## config.mk

```make
export PLATFORM = sky130hd
export DESIGN_NAME = aps_pin_select_bank
export DESIGN_NICKNAME = d
export VERILOG_FILES = /design/src/rtl/aps_pkg.sv /design/src/rtl/aps_route_if.sv /design/src/rtl/aps_channel_route.sv /design/src/rtl/aps_shared_addr.sv /design/src/rtl/aps_pin_select_bank.sv
export SDC_FILE = /design/constraint.sdc
export NUM_CORES = 1
export LEC_CHECK = 0
export BUFFER_PORTS_ARGS = -buffer_cell sky130_fd_sc_hd__buf_2
export CORE_UTILIZATION = 48
export CTS_BUF_LIST = sky130_fd_sc_hd__clkbuf_4 sky130_fd_sc_hd__clkbuf_8 sky130_fd_sc_hd__clkbuf_16
export CTS_CLUSTER_SIZE = 20
export DETAILED_ROUTE_END_ITERATION = 7
export HOLD_SLACK_MARGIN = 0.1
export PLACE_DENSITY = 0.87
export SYNTH_ARGS = -nofsm -noshare
export SYNTH_HDL_FRONTEND = slang
export SYNTH_SLANG_ARGS = --single-unit
```

## constraint.sdc

```tcl
create_clock -name SYS_CLK -period 3.3 [get_ports SYS_CLK]
set_input_delay 0.165 -clock SYS_CLK [delete_from_list [all_inputs] [get_ports SYS_CLK]]
set_output_delay 0.165 -clock SYS_CLK [all_outputs]
set_load 0.01 [all_outputs]
```

## src/rtl/aps_pkg.sv

```systemverilog
/*
 * Constants, types and decode helpers for the paged auxiliary pin-select
 * register bank.
 * Assumes an 8-bit special-function register bus driven by the CPU on the
 * system clock.
 */
package aps_pkg;

	// special-function addresses
	localparam logic [7:0] AUX_ADDR = 8'ha4;
	localparam logic [7:0] PAGE_ADDR = 8'hac;
	localparam logic [7:0] SHARED_ADDR = 8'ha9;

	// pages owned by this bank at the auxiliary address
	localparam logic [3:0] PAGE_P6 = 4'h7;
	localparam logic [3:0] PAGE_ROUTE11 = 4'h8;
	localparam logic [3:0] PAGE_CRC = 4'h9;
	localparam logic [3:0] PAGE_PWM = 4'hd;
	localparam logic [3:0] PAGE_ARRAY = 4'he;

	// implemented-bit masks; everything else is reserved and reads zero
	localparam logic [7:0] P6_MASK = 8'h07;
	localparam logic [7:0] ROUTE11_MASK = 8'h3b;
	localparam logic [7:0] CRC_MASK = 8'hfc;
	localparam logic [7:0] PWM_MASK = 8'h3f;
	localparam logic [7:0] ARRAY_MASK = 8'h03;
	localparam logic [7:0] PAGE_MASK = 8'h0f;

	// reset values
	localparam logic [7:0] REG_RESET = 8'h00;
	localparam logic [7:0] READ_IDLE = 8'h00;

	// field positions
	localparam int P6_FAST_BIT = 0;
	localparam int P6_CKSEL_LSB = 1;
	localparam int TWI1_LSB = 4;
	localparam int RX1_OVR_BIT = 3;
	localparam int T1_CKOE_BIT = 1;
	localparam int T0_CKOE_BIT = 0;
	localparam int CRC_DS2_BIT = 7;
	localparam int CRC_POLY_BIT = 6;
	localparam int TXOE_LSB = 4;
	localparam int CODER_DIR_BIT = 3;
	localparam int SHARED_BIT = 2;
	localparam int PAGE_NUM_LSB = 0;

	// channel counts
	localparam int PWM_CHANNELS = 6;
	localparam int ARRAY_CHANNELS = 2;

	// clock-output code when the pin is a plain port bit
	localparam logic [1:0] CKSEL_GPIO = 2'h0;

	// crc polynomials
	localparam logic [31:0] CRC16_POLY = 32'h0000_1021;
	localparam logic [31:0] CRC32_POLY = 32'h04c1_1db7;

	// which register the current page places at the auxiliary address
	typedef enum logic [2:0] {
		SEL_NONE = 3'b000,
		SEL_P6 = 3'b001,
		SEL_ROUTE11 = 3'b010,
		SEL_CRC = 3'b011,
		SEL_PWM = 3'b100,
		SEL_ARRAY = 3'b101
	} aps_reg_sel_type;

	// page number to register select, shared by write and read paths
	function automatic aps_reg_sel_type aps_page_target(input logic [3:0] pg);
		aps_page_target = SEL_NONE;
		unique case (pg)
			PAGE_P6: aps_page_target = SEL_P6;
			PAGE_ROUTE11: aps_page_target = SEL_ROUTE11;
			PAGE_CRC: aps_page_target = SEL_CRC;
			PAGE_PWM: aps_page_target = SEL_PWM;
			PAGE_ARRAY: aps_page_target = SEL_ARRAY;
			default: aps_page_target = SEL_NONE;
		endcase
	endfunction

	// two-bit pin code to one-hot pin ownership
	function automatic logic [3:0] aps_onehot4(input logic [1:0] code);
		aps_onehot4 = 4'h1 << code;
	endfunction

endpackage

```

## src/rtl/aps_route_if.sv

```systemverilog
/*
 * Carrier between the bank and a channel router: per-channel pin choice,
 * channel signals in, and the two candidate pin drives out.
 * Assumes both ends agree on the channel count N.
 */
`timescale 1ns/1ps
interface aps_route_if #(parameter int N = 1);
	logic [N-1:0] sel;
	logic [N-1:0] chan;
	logic [N-1:0] primary;
	logic [N-1:0] alternate;

	modport route (input sel, input chan, output primary, output alternate);
	modport user (output sel, output chan, input primary, input alternate);
endinterface

```

## src/rtl/aps_channel_route.sv

```systemverilog
/*
 * Routes each channel of a timer output group to its first or its
 * alternate port pin.
 * Assumes sel is a stable register bit; the unused pin is held low.
 */
`timescale 1ns/1ps
module aps_channel_route #(parameter int N = 1) (
	aps_route_if.route rt
);

	// one steering cell per channel; bit n only steers channel n
	genvar i;
	generate
		for (i = 0; i < N; i++) begin : g_chan
			assign rt.primary[i] = rt.chan[i] & ~rt.sel[i];
			assign rt.alternate[i] = rt.chan[i] & rt.sel[i];
		end
	endgenerate

endmodule

```

## src/rtl/aps_shared_addr.sv

```systemverilog
/*
 * Steers CPU accesses at the shared special-function address to either
 * the slave-address register or the 4b/5b coder.
 * Assumes rd and wr are one-cycle strobes qualified with addr.
 */
`timescale 1ns/1ps
module aps_shared_addr (
	input wire logic [7:0] addr,
	input wire logic rd,
	input wire logic wr,
	input wire logic target,
	output logic slave_sel,
	output logic coder_sel
);

	logic hit;

	// only one owner ever sees the access
	always_comb begin
		hit = (addr == aps_pkg::SHARED_ADDR) && (rd || wr);
		slave_sel = hit && !target;
		coder_sel = hit && target;
	end

endmodule

```

## src/rtl/aps_pin_select_bank.sv

```systemverilog
/*
 * Paged auxiliary pin-select register bank: page index register, five
 * auxiliary registers behind one paged address, and the pin routing
 * they steer.
 * Assumes a single CPU on SYS_CLK with one-cycle read and write strobes;
 * peripheral and pin signals are synchronous to SYS_CLK.
 */
`timescale 1ns/1ps
module aps_pin_select_bank (
	input wire logic SYS_CLK,
	input wire logic RST_B,
	input wire logic [7:0] SFR_ADDR,
	input wire logic SFR_WR,
	input wire logic SFR_RD,
	input wire logic [7:0] SFR_WDATA,
	output logic [7:0] SFR_RDATA,
	output logic [3:0] PAGE_NUMBER,
	output logic SLAVE_ADDRESS_SEL,
	output logic FOUR_FIVE_CODER_SEL,
	input wire logic RC_CLOCK_SELECTED,
	output logic P6_FAST_DRIVE,
	output logic [1:0] P6_CLOCK_OUT_SELECT,
	output logic [3:0] TWI1_PIN_ROUTE,
	input wire logic RXD1_PIN_IN,
	input wire logic COMPARATOR0_OUTPUT,
	output logic RXD1_IN,
	input wire logic TIMER0_CLKOUT,
	input wire logic TIMER1_CLKOUT,
	output logic TIMER0_CLKOUT_PIN,
	output logic TIMER0_CLKOUT_OE_B,
	output logic TIMER1_CLKOUT_PIN,
	output logic TIMER1_CLKOUT_OE_B,
	output logic CRC_DATA_SOURCE_BIT2,
	output logic CRC_POLY_SELECT,
	output logic [31:0] CRC_POLYNOMIAL,
	input wire logic TX_OUTPUT_ENABLE,
	output logic [3:0] TX_ENABLE_PIN,
	output logic CODER_DIRECTION,
	input wire logic [5:0] PWM_CHANNEL_OUTPUT,
	output logic [5:0] PWM_PRIMARY_PIN,
	output logic [5:0] PWM_ALTERNATE_PIN,
	input wire logic [1:0] ARRAY_CHANNEL_OUTPUT,
	output logic [1:0] ARRAY_P6_PIN,
	output logic [1:0] ARRAY_P3_PIN
);

	logic [7:0] page_index;
	logic [7:0] aux_p6_clock_ctrl;
	logic [7:0] aux_pin_route_11;
	logic [7:0] aux_crc_coder_ctrl;
	logic [7:0] aux_pwm_out_route;
	logic [7:0] aux_array_out_route;
	logic [7:0] rdata;
	logic [7:0] next_page_index;
	logic [7:0] next_aux_p6_clock_ctrl;
	logic [7:0] next_aux_pin_route_11;
	logic [7:0] next_aux_crc_coder_ctrl;
	logic [7:0] next_aux_pwm_out_route;
	logic [7:0] next_aux_array_out_route;
	logic [7:0] next_rdata;
	logic aux_wr;
	logic aux_rd;
	aps_pkg::aps_reg_sel_type target;

	aps_route_if #(.N(aps_pkg::PWM_CHANNELS)) pwm_if ();
	aps_route_if #(.N(aps_pkg::ARRAY_CHANNELS)) array_if ();

	// page decode: the same function drives writes and read-back
	always_comb begin
		target = aps_pkg::aps_page_target(page_index[3:0]);
		aux_wr = SFR_WR && (SFR_ADDR == aps_pkg::AUX_ADDR);
		aux_rd = SFR_RD && (SFR_ADDR == aps_pkg::AUX_ADDR);
	end

	// register writes; reserved bits are masked so stray ones never route
	always_comb begin
		next_page_index = page_index;
		next_aux_p6_clock_ctrl = aux_p6_clock_ctrl;
		next_aux_pin_route_11 = aux_pin_route_11;
		next_aux_crc_coder_ctrl = aux_crc_coder_ctrl;
		next_aux_pwm_out_route = aux_pwm_out_route;
		next_aux_array_out_route = aux_array_out_route;
		if (SFR_WR && (SFR_ADDR == aps_pkg::PAGE_ADDR)) begin
			next_page_index = SFR_WDATA & aps_pkg::PAGE_MASK;
		end
		if (aux_wr) begin
			unique case (target)
				aps_pkg::SEL_P6: begin
					next_aux_p6_clock_ctrl = SFR_WDATA & aps_pkg::P6_MASK;
				end
				aps_pkg::SEL_ROUTE11: begin
					next_aux_pin_route_11 = SFR_WDATA & aps_pkg::ROUTE11_MASK;
				end
				aps_pkg::SEL_CRC: begin
					next_aux_crc_coder_ctrl = SFR_WDATA & aps_pkg::CRC_MASK;
				end
				aps_pkg::SEL_PWM: begin
					next_aux_pwm_out_route = SFR_WDATA & aps_pkg::PWM_MASK;
				end
				aps_pkg::SEL_ARRAY: begin
					next_aux_array_out_route = SFR_WDATA & aps_pkg::ARRAY_MASK;
				end
				aps_pkg::SEL_NONE: begin
					next_page_index = next_page_index; // other pages live elsewhere
				end
			endcase
		end
	end

	// read-back, one cycle after the strobe; unowned pages read zero
	always_comb begin
		next_rdata = aps_pkg::READ_IDLE;
		if (SFR_RD && (SFR_ADDR == aps_pkg::PAGE_ADDR)) begin
			next_rdata = page_index;
		end else if (aux_rd) begin
			unique case (target)
				aps_pkg::SEL_P6: next_rdata = aux_p6_clock_ctrl;
				aps_pkg::SEL_ROUTE11: next_rdata = aux_pin_route_11;
				aps_pkg::SEL_CRC: next_rdata = aux_crc_coder_ctrl;
				aps_pkg::SEL_PWM: next_rdata = aux_pwm_out_route;
				aps_pkg::SEL_ARRAY: next_rdata = aux_array_out_route;
				aps_pkg::SEL_NONE: next_rdata = aps_pkg::READ_IDLE;
			endcase
		end
	end

	// all registers clear on reset so every pin starts on its default route
	always_ff @(posedge SYS_CLK or negedge RST_B) begin
		if (!RST_B) begin
			page_index <= aps_pkg::REG_RESET;
			aux_p6_clock_ctrl <= aps_pkg::REG_RESET;
			aux_pin_route_11 <= aps_pkg::REG_RESET;
			aux_crc_coder_ctrl <= aps_pkg::REG_RESET;
			aux_pwm_out_route <= aps_pkg::REG_RESET;
			aux_array_out_route <= aps_pkg::REG_RESET;
			rdata <= aps_pkg::READ_IDLE;
		end else begin
			page_index <= next_page_index;
			aux_p6_clock_ctrl <= next_aux_p6_clock_ctrl;
			aux_pin_route_11 <= next_aux_pin_route_11;
			aux_crc_coder_ctrl <= next_aux_crc_coder_ctrl;
			aux_pwm_out_route <= next_aux_pwm_out_route;
			aux_array_out_route <= next_aux_array_out_route;
			rdata <= next_rdata;
		end
	end

	assign SFR_RDATA = rdata;
	assign PAGE_NUMBER = page_index[aps_pkg::PAGE_NUM_LSB +: 4];

	// shared address steering
	aps_shared_addr u_shared (
		.addr(SFR_ADDR),
		.rd(SFR_RD),
		.wr(SFR_WR),
		.target(aux_crc_coder_ctrl[aps_pkg::SHARED_BIT]),
		.slave_sel(SLAVE_ADDRESS_SEL),
		.coder_sel(FOUR_FIVE_CODER_SEL)
	);

	// p6.0 drive and clock-out; the clock generator itself sits elsewhere
	// and is told the effective code, so a crystal never sees a clock out
	always_comb begin
		P6_FAST_DRIVE = aux_p6_clock_ctrl[aps_pkg::P6_FAST_BIT];
		P6_CLOCK_OUT_SELECT = aps_pkg::CKSEL_GPIO;
		if (RC_CLOCK_SELECTED) begin
			P6_CLOCK_OUT_SELECT = aux_p6_clock_ctrl[aps_pkg::P6_CKSEL_LSB +: 2];
		end
	end

	// two-wire, receive and timer clock-out routing
	always_comb begin
		TWI1_PIN_ROUTE = aps_pkg::aps_onehot4(
			aux_pin_route_11[aps_pkg::TWI1_LSB +: 2]);
		RXD1_IN = aux_pin_route_11[aps_pkg::RX1_OVR_BIT] ?
			COMPARATOR0_OUTPUT : RXD1_PIN_IN;
		TIMER1_CLKOUT_OE_B = !aux_pin_route_11[aps_pkg::T1_CKOE_BIT];
		TIMER1_CLKOUT_PIN = TIMER1_CLKOUT &&
			aux_pin_route_11[aps_pkg::T1_CKOE_BIT];
		TIMER0_CLKOUT_OE_B = !aux_pin_route_11[aps_pkg::T0_CKOE_BIT];
		TIMER0_CLKOUT_PIN = TIMER0_CLKOUT &&
			aux_pin_route_11[aps_pkg::T0_CKOE_BIT];
	end

	// crc, transmit-enable and coder controls
	always_comb begin
		CRC_DATA_SOURCE_BIT2 = aux_crc_coder_ctrl[aps_pkg::CRC_DS2_BIT];
		CRC_POLY_SELECT = aux_crc_coder_ctrl[aps_pkg::CRC_POLY_BIT];
		CRC_POLYNOMIAL = CRC_POLY_SELECT ?
			aps_pkg::CRC32_POLY : aps_pkg::CRC16_POLY;
		TX_ENABLE_PIN = aps_pkg::aps_onehot4(
			aux_crc_coder_ctrl[aps_pkg::TXOE_LSB +: 2]) &
			{4{TX_OUTPUT_ENABLE}};
		CODER_DIRECTION = aux_crc_coder_ctrl[aps_pkg::CODER_DIR_BIT];
	end

	// channel steering for the pwm timer and the counter array
	assign pwm_if.sel = aux_pwm_out_route[aps_pkg::PWM_CHANNELS-1:0];
	assign pwm_if.chan = PWM_CHANNEL_OUTPUT;
	assign PWM_PRIMARY_PIN = pwm_if.primary;
	assign PWM_ALTERNATE_PIN = pwm_if.alternate;
	assign array_if.sel = aux_array_out_route[aps_pkg::ARRAY_CHANNELS-1:0];
	assign array_if.chan = ARRAY_CHANNEL_OUTPUT;
	assign ARRAY_P6_PIN = array_if.primary;
	assign ARRAY_P3_PIN = array_if.alternate;

	aps_channel_route #(.N(aps_pkg::PWM_CHANNELS)) u_pwm_route (
		.rt(pwm_if.route)
	);

	aps_channel_route #(.N(aps_pkg::ARRAY_CHANNELS)) u_array_route (
		.rt(array_if.route)
	);
endmodule

```

# --- Yosys cells after proc, flatten, opt, wreduce, memory -nomap -nowiden ---
# Index checks and enable logic that the tools add are counted.
op_classes:
  n_reduce_logical: 19
  muxes: 7
  n_eq_ne: 13
  n_shift: 2
  bitwise: 25
op_table:
  columns: ["op", "n"]
  rows:
  - ["$pmux W8 S6", 1]
  - ["$mux W27", 1]
  - ["$eq A8 B8 Y1 const B", 3]
  - ["$and A1 B1 Y1", 16]
  - ["$eq A4 B4 Y1 const B", 4]
  - ["$mux W8", 2]
  - ["$pmux W3 S5", 1]
  - ["$reduce_and A2 Y1", 5]
  - ["$logic_and A1 B1 Y1", 9]
  - ["$not A1 Y1", 8]
  - ["$shl A1 B2 Y4 const A", 2]
  - ["$eq A3 B2 Y1 const B", 2]
  - ["$eq A3 B3 Y1 const B", 2]
  - ["$and A4 B4 Y4", 1]
  - ["$eq A4 B3 Y1 const B", 1]
  - ["$eq A3 B1 Y1 const B", 1]
  - ["$logic_not A1 Y1", 3]
  - ["$logic_not A3 Y1", 1]
  - ["$mux W2", 1]
  - ["$logic_or A1 B1 Y1", 1]
  - ["$mux W1", 1]
totals:
  reg_bits: 34
  out_inout_bits: 81
  elab_cells: 73
  in_bits: 34

# --- Depth between registers and ports, before layout ---
logic_depth:
  word_depth: 6
  depth_mapped: 6
  depth_no_buf: 4

# --- Modules after synthesis ---
# A second synthesis with hierarchy kept.
hier_totals:
  cells_unflattened: 187
  area_unflattened_um2: 2005.7
modules_own_cells:
  columns: ["mod", "instances", "seq_area_each_um2", "area_per_inst_um2", "cells_each"]
  rows:
  - ["aps_pin_select_bank", 1, 850.8, 1855.5, 165]
  - ["aps_channel_route (u_pwm_route)", 1, 0.0, 75.1, 12]
  - ["aps_shared_addr", 1, 0.0, 42.5, 6]
  - ["aps_channel_route (u_array_route)", 1, 0.0, 32.5, 4]

# --- Worst setup path before layout ---
# Ideal clock, no wire load.
synth_path:
  kind: "register -> register"
  from: "reg page_index[2]"
  to: "reg aux_crc_coder_ctrl[2]"
  n_path_buf: 2
  required_time_ns: 3.175
  slack_ns: 1.671
  path_stages_with_launch: 6
  setup_ns: 0.125
  t_arrival_ns: 1.504
  path_cell_list: "dfrtp_1 > clkbuf_1 > clkbuf_1 > nor3_1 > nand2_1 > mux2_2"
synth_via:
  elab_chain_len: 4
  word_cells_on_any_way: 8
  classes_between: "eq/ne: 6; mux: 1; reduce/logical: 1"
synth_lines:
  columns: ["item", "line", "source"]
  rows:
  - ["start, declared", "aps_pin_select_bank.sv:47", "logic [7:0] page_index;"]
  - ["start signal, assigned", "aps_pin_select_bank.sv:130", "page_index <= aps_pkg::REG_RESET;"]
  - ["start signal, assigned", "aps_pin_select_bank.sv:138", "page_index <= next_page_index;"]
  - ["$eq A4 B4 Y1 or $eq A4 B3 Y1 (tied branches)", "aps_pkg.sv:71", "unique case (pg)"]
  - ["$pmux W3 S5 *", "aps_pkg.sv:71", null]
  - ["$eq A3 B2 Y1 *", "aps_pin_select_bank.sv:87", "unique case (target)"]
  - ["$reduce_and A2 Y1 (no source line) *", null, null]
  - ["end signal, assigned", "aps_pin_select_bank.sv:133", "aux_crc_coder_ctrl <= aps_pkg::REG_RESET;"]
  - ["end signal, assigned", "aps_pin_select_bank.sv:141", "aux_crc_coder_ctrl <= next_aux_crc_coder_ctrl;"]
  - ["end, declared", "aps_pin_select_bank.sv:50", "logic [7:0] aux_crc_coder_ctrl;"]
# Every way passes the cells marked *; elsewhere a longest branch is shown, timed or not.
# A chain may end at the register's enable or synchronous reset.

# --- Worst setup path after layout ---
layout_path:
  from: "reg page_index[3]"
  to: "reg aux_pwm_out_route[3]"
layout_via:
  elab_chain_len: 4
  word_cells_on_any_way: 8
  classes_between: "eq/ne: 6; mux: 1; reduce/logical: 1"
layout_lines:
  columns: ["item", "line", "source"]
  rows:
  - ["$eq A4 B4 Y1 or $eq A4 B3 Y1 (tied branches)", "aps_pkg.sv:71", null]
  - ["$pmux W3 S5 *", "aps_pkg.sv:71", null]
  - ["$eq A3 B3 Y1 *", "aps_pin_select_bank.sv:87", null]
  - ["$reduce_and A2 Y1 (no source line) *", null, null]
  - ["end signal, assigned", "aps_pin_select_bank.sv:134", "aux_pwm_out_route <= aps_pkg::REG_RESET;"]
  - ["end signal, assigned", "aps_pin_select_bank.sv:142", "aux_pwm_out_route <= next_aux_pwm_out_route;"]
  - ["end, declared", "aps_pin_select_bank.sv:51", "logic [7:0] aux_pwm_out_route;"]
# Marked as above.

==> key figures <==
Run status
  – Outcome: completed

Setup path
  – CP arrival: 1.92 ns
  – Maximum fanout along the worst path: 12
  – Worst endpoint required time: 3.48 ns
  – Worst setup SP type: flip-flop
  – Worst Setup End Kind: flip-flop
  – CP Class: reg2reg

GRT
  – Global route overflow: 0
  – Number of global-route vias before repair: roughly 1,500
  – Largest net degree at the start of global routing: 35
  – First-pass GRT wire length: 7010 um
  – Total global-route track usage: a little over a fifth
  – Initial antenna violation count: 0

Synth
  – Primary FF master, synth: dfrtp_1
  – Post-synth top cells: dfrtp_1, buf_4, mux2_2
  – Async SR Flop Fraction: between 90% and 100%
  – Post-synth top area share: a little over two fifths
  – Count leader, synth: dfrtp_1
  – Mapped cell area: 2040 um2
  – Post-synth top area cell: dfrtp_1
  – Flops & latches, synth: 34
  – Post-Synth Adder-Cell Area: 0%
  – Top post-synthesis cells by area: dfrtp_1, mux2_2, buf_4, and2_1, nor2b_1
  – Synth cell types: 33
  – Synth Area in Compound Gates: 4.85%
  – Mux cell area share after synthesis: around 17%
  – YS warnings: 0
  – Combinational family with the most area after synthesis: simple AND/OR/NAND/NOR gates
  – Syn Inst Count: 194
  – Post-synthesis simple-gate area fraction: between 20% and 30%
  – Post-synth EDFFs: 0
  – Sequential fraction of the synthesis area: between 40% and 50%
  – Post-synthesis xor/xnor area fraction: 0%
  – Syn avg cell area: about 11 um2

Finish
  – Area Growth Syn to Fin: 21.8%
  – Antenna cells: 0
  – Ratio of cells with drive above 1 in the final layout: 50.0%
  – Final core utilization: 61.7%
  – Final nets: 311

Timing
  – Fin. max-slew vios: 0
  – WHS: about 0.11 ns
  – FMAX: 0.572 GHz
  – RSZ-0062 raised after global routing: false
  – Final period utilization: 53.0%
  – Final Hold Vio Count: 0
  – Worst Max-Slew Pin Slew: 0.723 ns
  – Fin Setup TNS: 0 ns
  – Setup violations, final: 0
  – Rel. slew slack: 51.8%
  – Tmin final: 1.75 ns
  – Clk_skew: 0.00495 ns
  – Setup ws final: 1.55 ns

Clock tree
  – Setup bufs post-CTS: 0
  – CTS tree: built
  – Later-pin clock latency in the skew report: 0.29 ns
  – Clock root buffer: clkbuf_8
  – Num CTS Buffers: 5
  – Clk buf depth: 2
  – Max H-tree Level: 2
  – Clock-pin slew on the worst setup and hold paths: 0.07 ns
  – Clock Sinks: 34
  – # resized after CTS: 0

Routing
  – First-pass DRT Iterations: 4
  – Via Count: ~1,600
  – Avg Vias per Cell: roughly 5.0
  – Avg WL per Cell: 13.1 um
  – ANT nets after route: 0
  – Detailed Route Iter0 Violations: 140
  – DRC Markers: 0
  – Total detailed-routing wirelength: roughly 4300 um

Placement
  – Port buffer count: 93
  – DP Wirelength: 3340 um
  – Final Wtd Congestion: 0.858
  – Pre-CTS setup slack: around 1.5 ns

Pwr
  – P_leak: 1.39 nW
  – Power density cells: 330 nW/um2
  – Pwr Total: a little over 0.8 mW
  – Worst vdd ir: 0.146 mV

Min path
  – HP Class: in2reg

Floorplanning
  – Overall die height: roughly 67 um
  – Initial core utilization: between 50% and 60%
  – Row cnt: 23
  – Die span in x: 67.2 um
  – # IOs: approximately 120
  – Die area: 4510 um2
  – Core area: 4030 um2

Run
  – Max Cap Viol: 0
-- through the flow --
step	area, um2	std cells
CTS	2480	328
finish	2480	328
global route	2480	328
floorplan	2110	213
global placement	2380	319
detailed placement	2380	319
-- routing by layer --
metal / wire length [um] / vias to the layer above / global-route usage, %
met5: 0 / - / 0
met4: 68 / 0 / 9.04
met3: 413 / 10 / 6.76
met2: 2070 / 92 / 36.0
met1: 1740 / 754 / 25.9
li1: - / 775 / -
-- worst paths after layout --
check	cells after the start	from	end	slack [ns]
worst min-delay path	2	SFR_WDATA[6]	aux_crc_coder_ctrl[6]$_DFFE_PN0P_	0.11
min in group asynchronous	2	RST_B	SFR_RDATA[1]$_DFF_PN0_	0.47
worst min register to register	2	aux_crc_coder_ctrl[7]$_DFFE_PN0P_	SFR_RDATA[7]$_DFF_PN0_	0.52
worst max-delay path	3	page_index[3]$_DFFE_PN0P_	aux_pwm_out_route[3]$_DFFE_PN0P_	1.55
worst max register to register	3	page_index[3]$_DFFE_PN0P_	aux_pwm_out_route[3]$_DFFE_PN0P_	1.55
max in group asynchronous	2	RST_B	page_index[3]$_DFFE_PN0P_	2.37
-- state kept, by name (all words and copies together), names as in the netlist --
name and cells:
SFR_RDATA 8, aux_array_out_route 2, aux_crc_coder_ctrl 6, aux_p6_clock_ctrl 3, aux_pin_route_11 5, aux_pwm_out_route 6, page_index 4
-- timing repair --
action	4_1_cts	5_1_grt
endpoints found under the setup margin	0	0
endpoints found under the hold margin	34	0
hold buffers	1	0
-- power by group --
part | switching (mW) | internal, mW
Sequential | 0.00940 | 0.419
Clock | 0.148 | 0.167
Combinational | 0.0439 | 0.0316
Total | 0.202 | 0.618
-- critical path, cell delays in order (launching register included) --
cell and delay [ns]:
dfrtp_1 0.54, nor2b_1 0.34, nand4_1 0.36, mux2_2 0.40
-- cells by family (layout without fill, tap and decap cells) --
family / Yosys count / in the layout
AOI/OAI and AO/OA: 15 / 15
other: 2 / 21
DFF: 34 / 34
muxes: 31 / 31
buffers and inverters: 42 / 107
and+or+nand+nor: 70 / 70
-- cell type report --
class / count / area [um2]
repair buffers: 94 / 475
well taps: 50 / 62.6
inverters: 5 / 18.8
multi-input cells: 137 / 982
clock inverters: 2 / 12.5
clock buffers: 6 / 82.6
flip-flops and latches: 34 / 851
fillers: 347 / 1540
-- layout by cell type, fill, tap and decap left out, types with 3 or more instances in the layout --
master,count
nand2_1,8
a22oi_1,3
nor2b_1,12
nand3_1,6
nor2_1,10
a21oi_1,6
mux2_2,29
clkbuf_8,6
nand3b_1,4
and2_1,14
inv_1,5
dfrtp_1,34
conb_1,21
buf_2,93
Note: power is estimated with default switching activity, not from simulation.
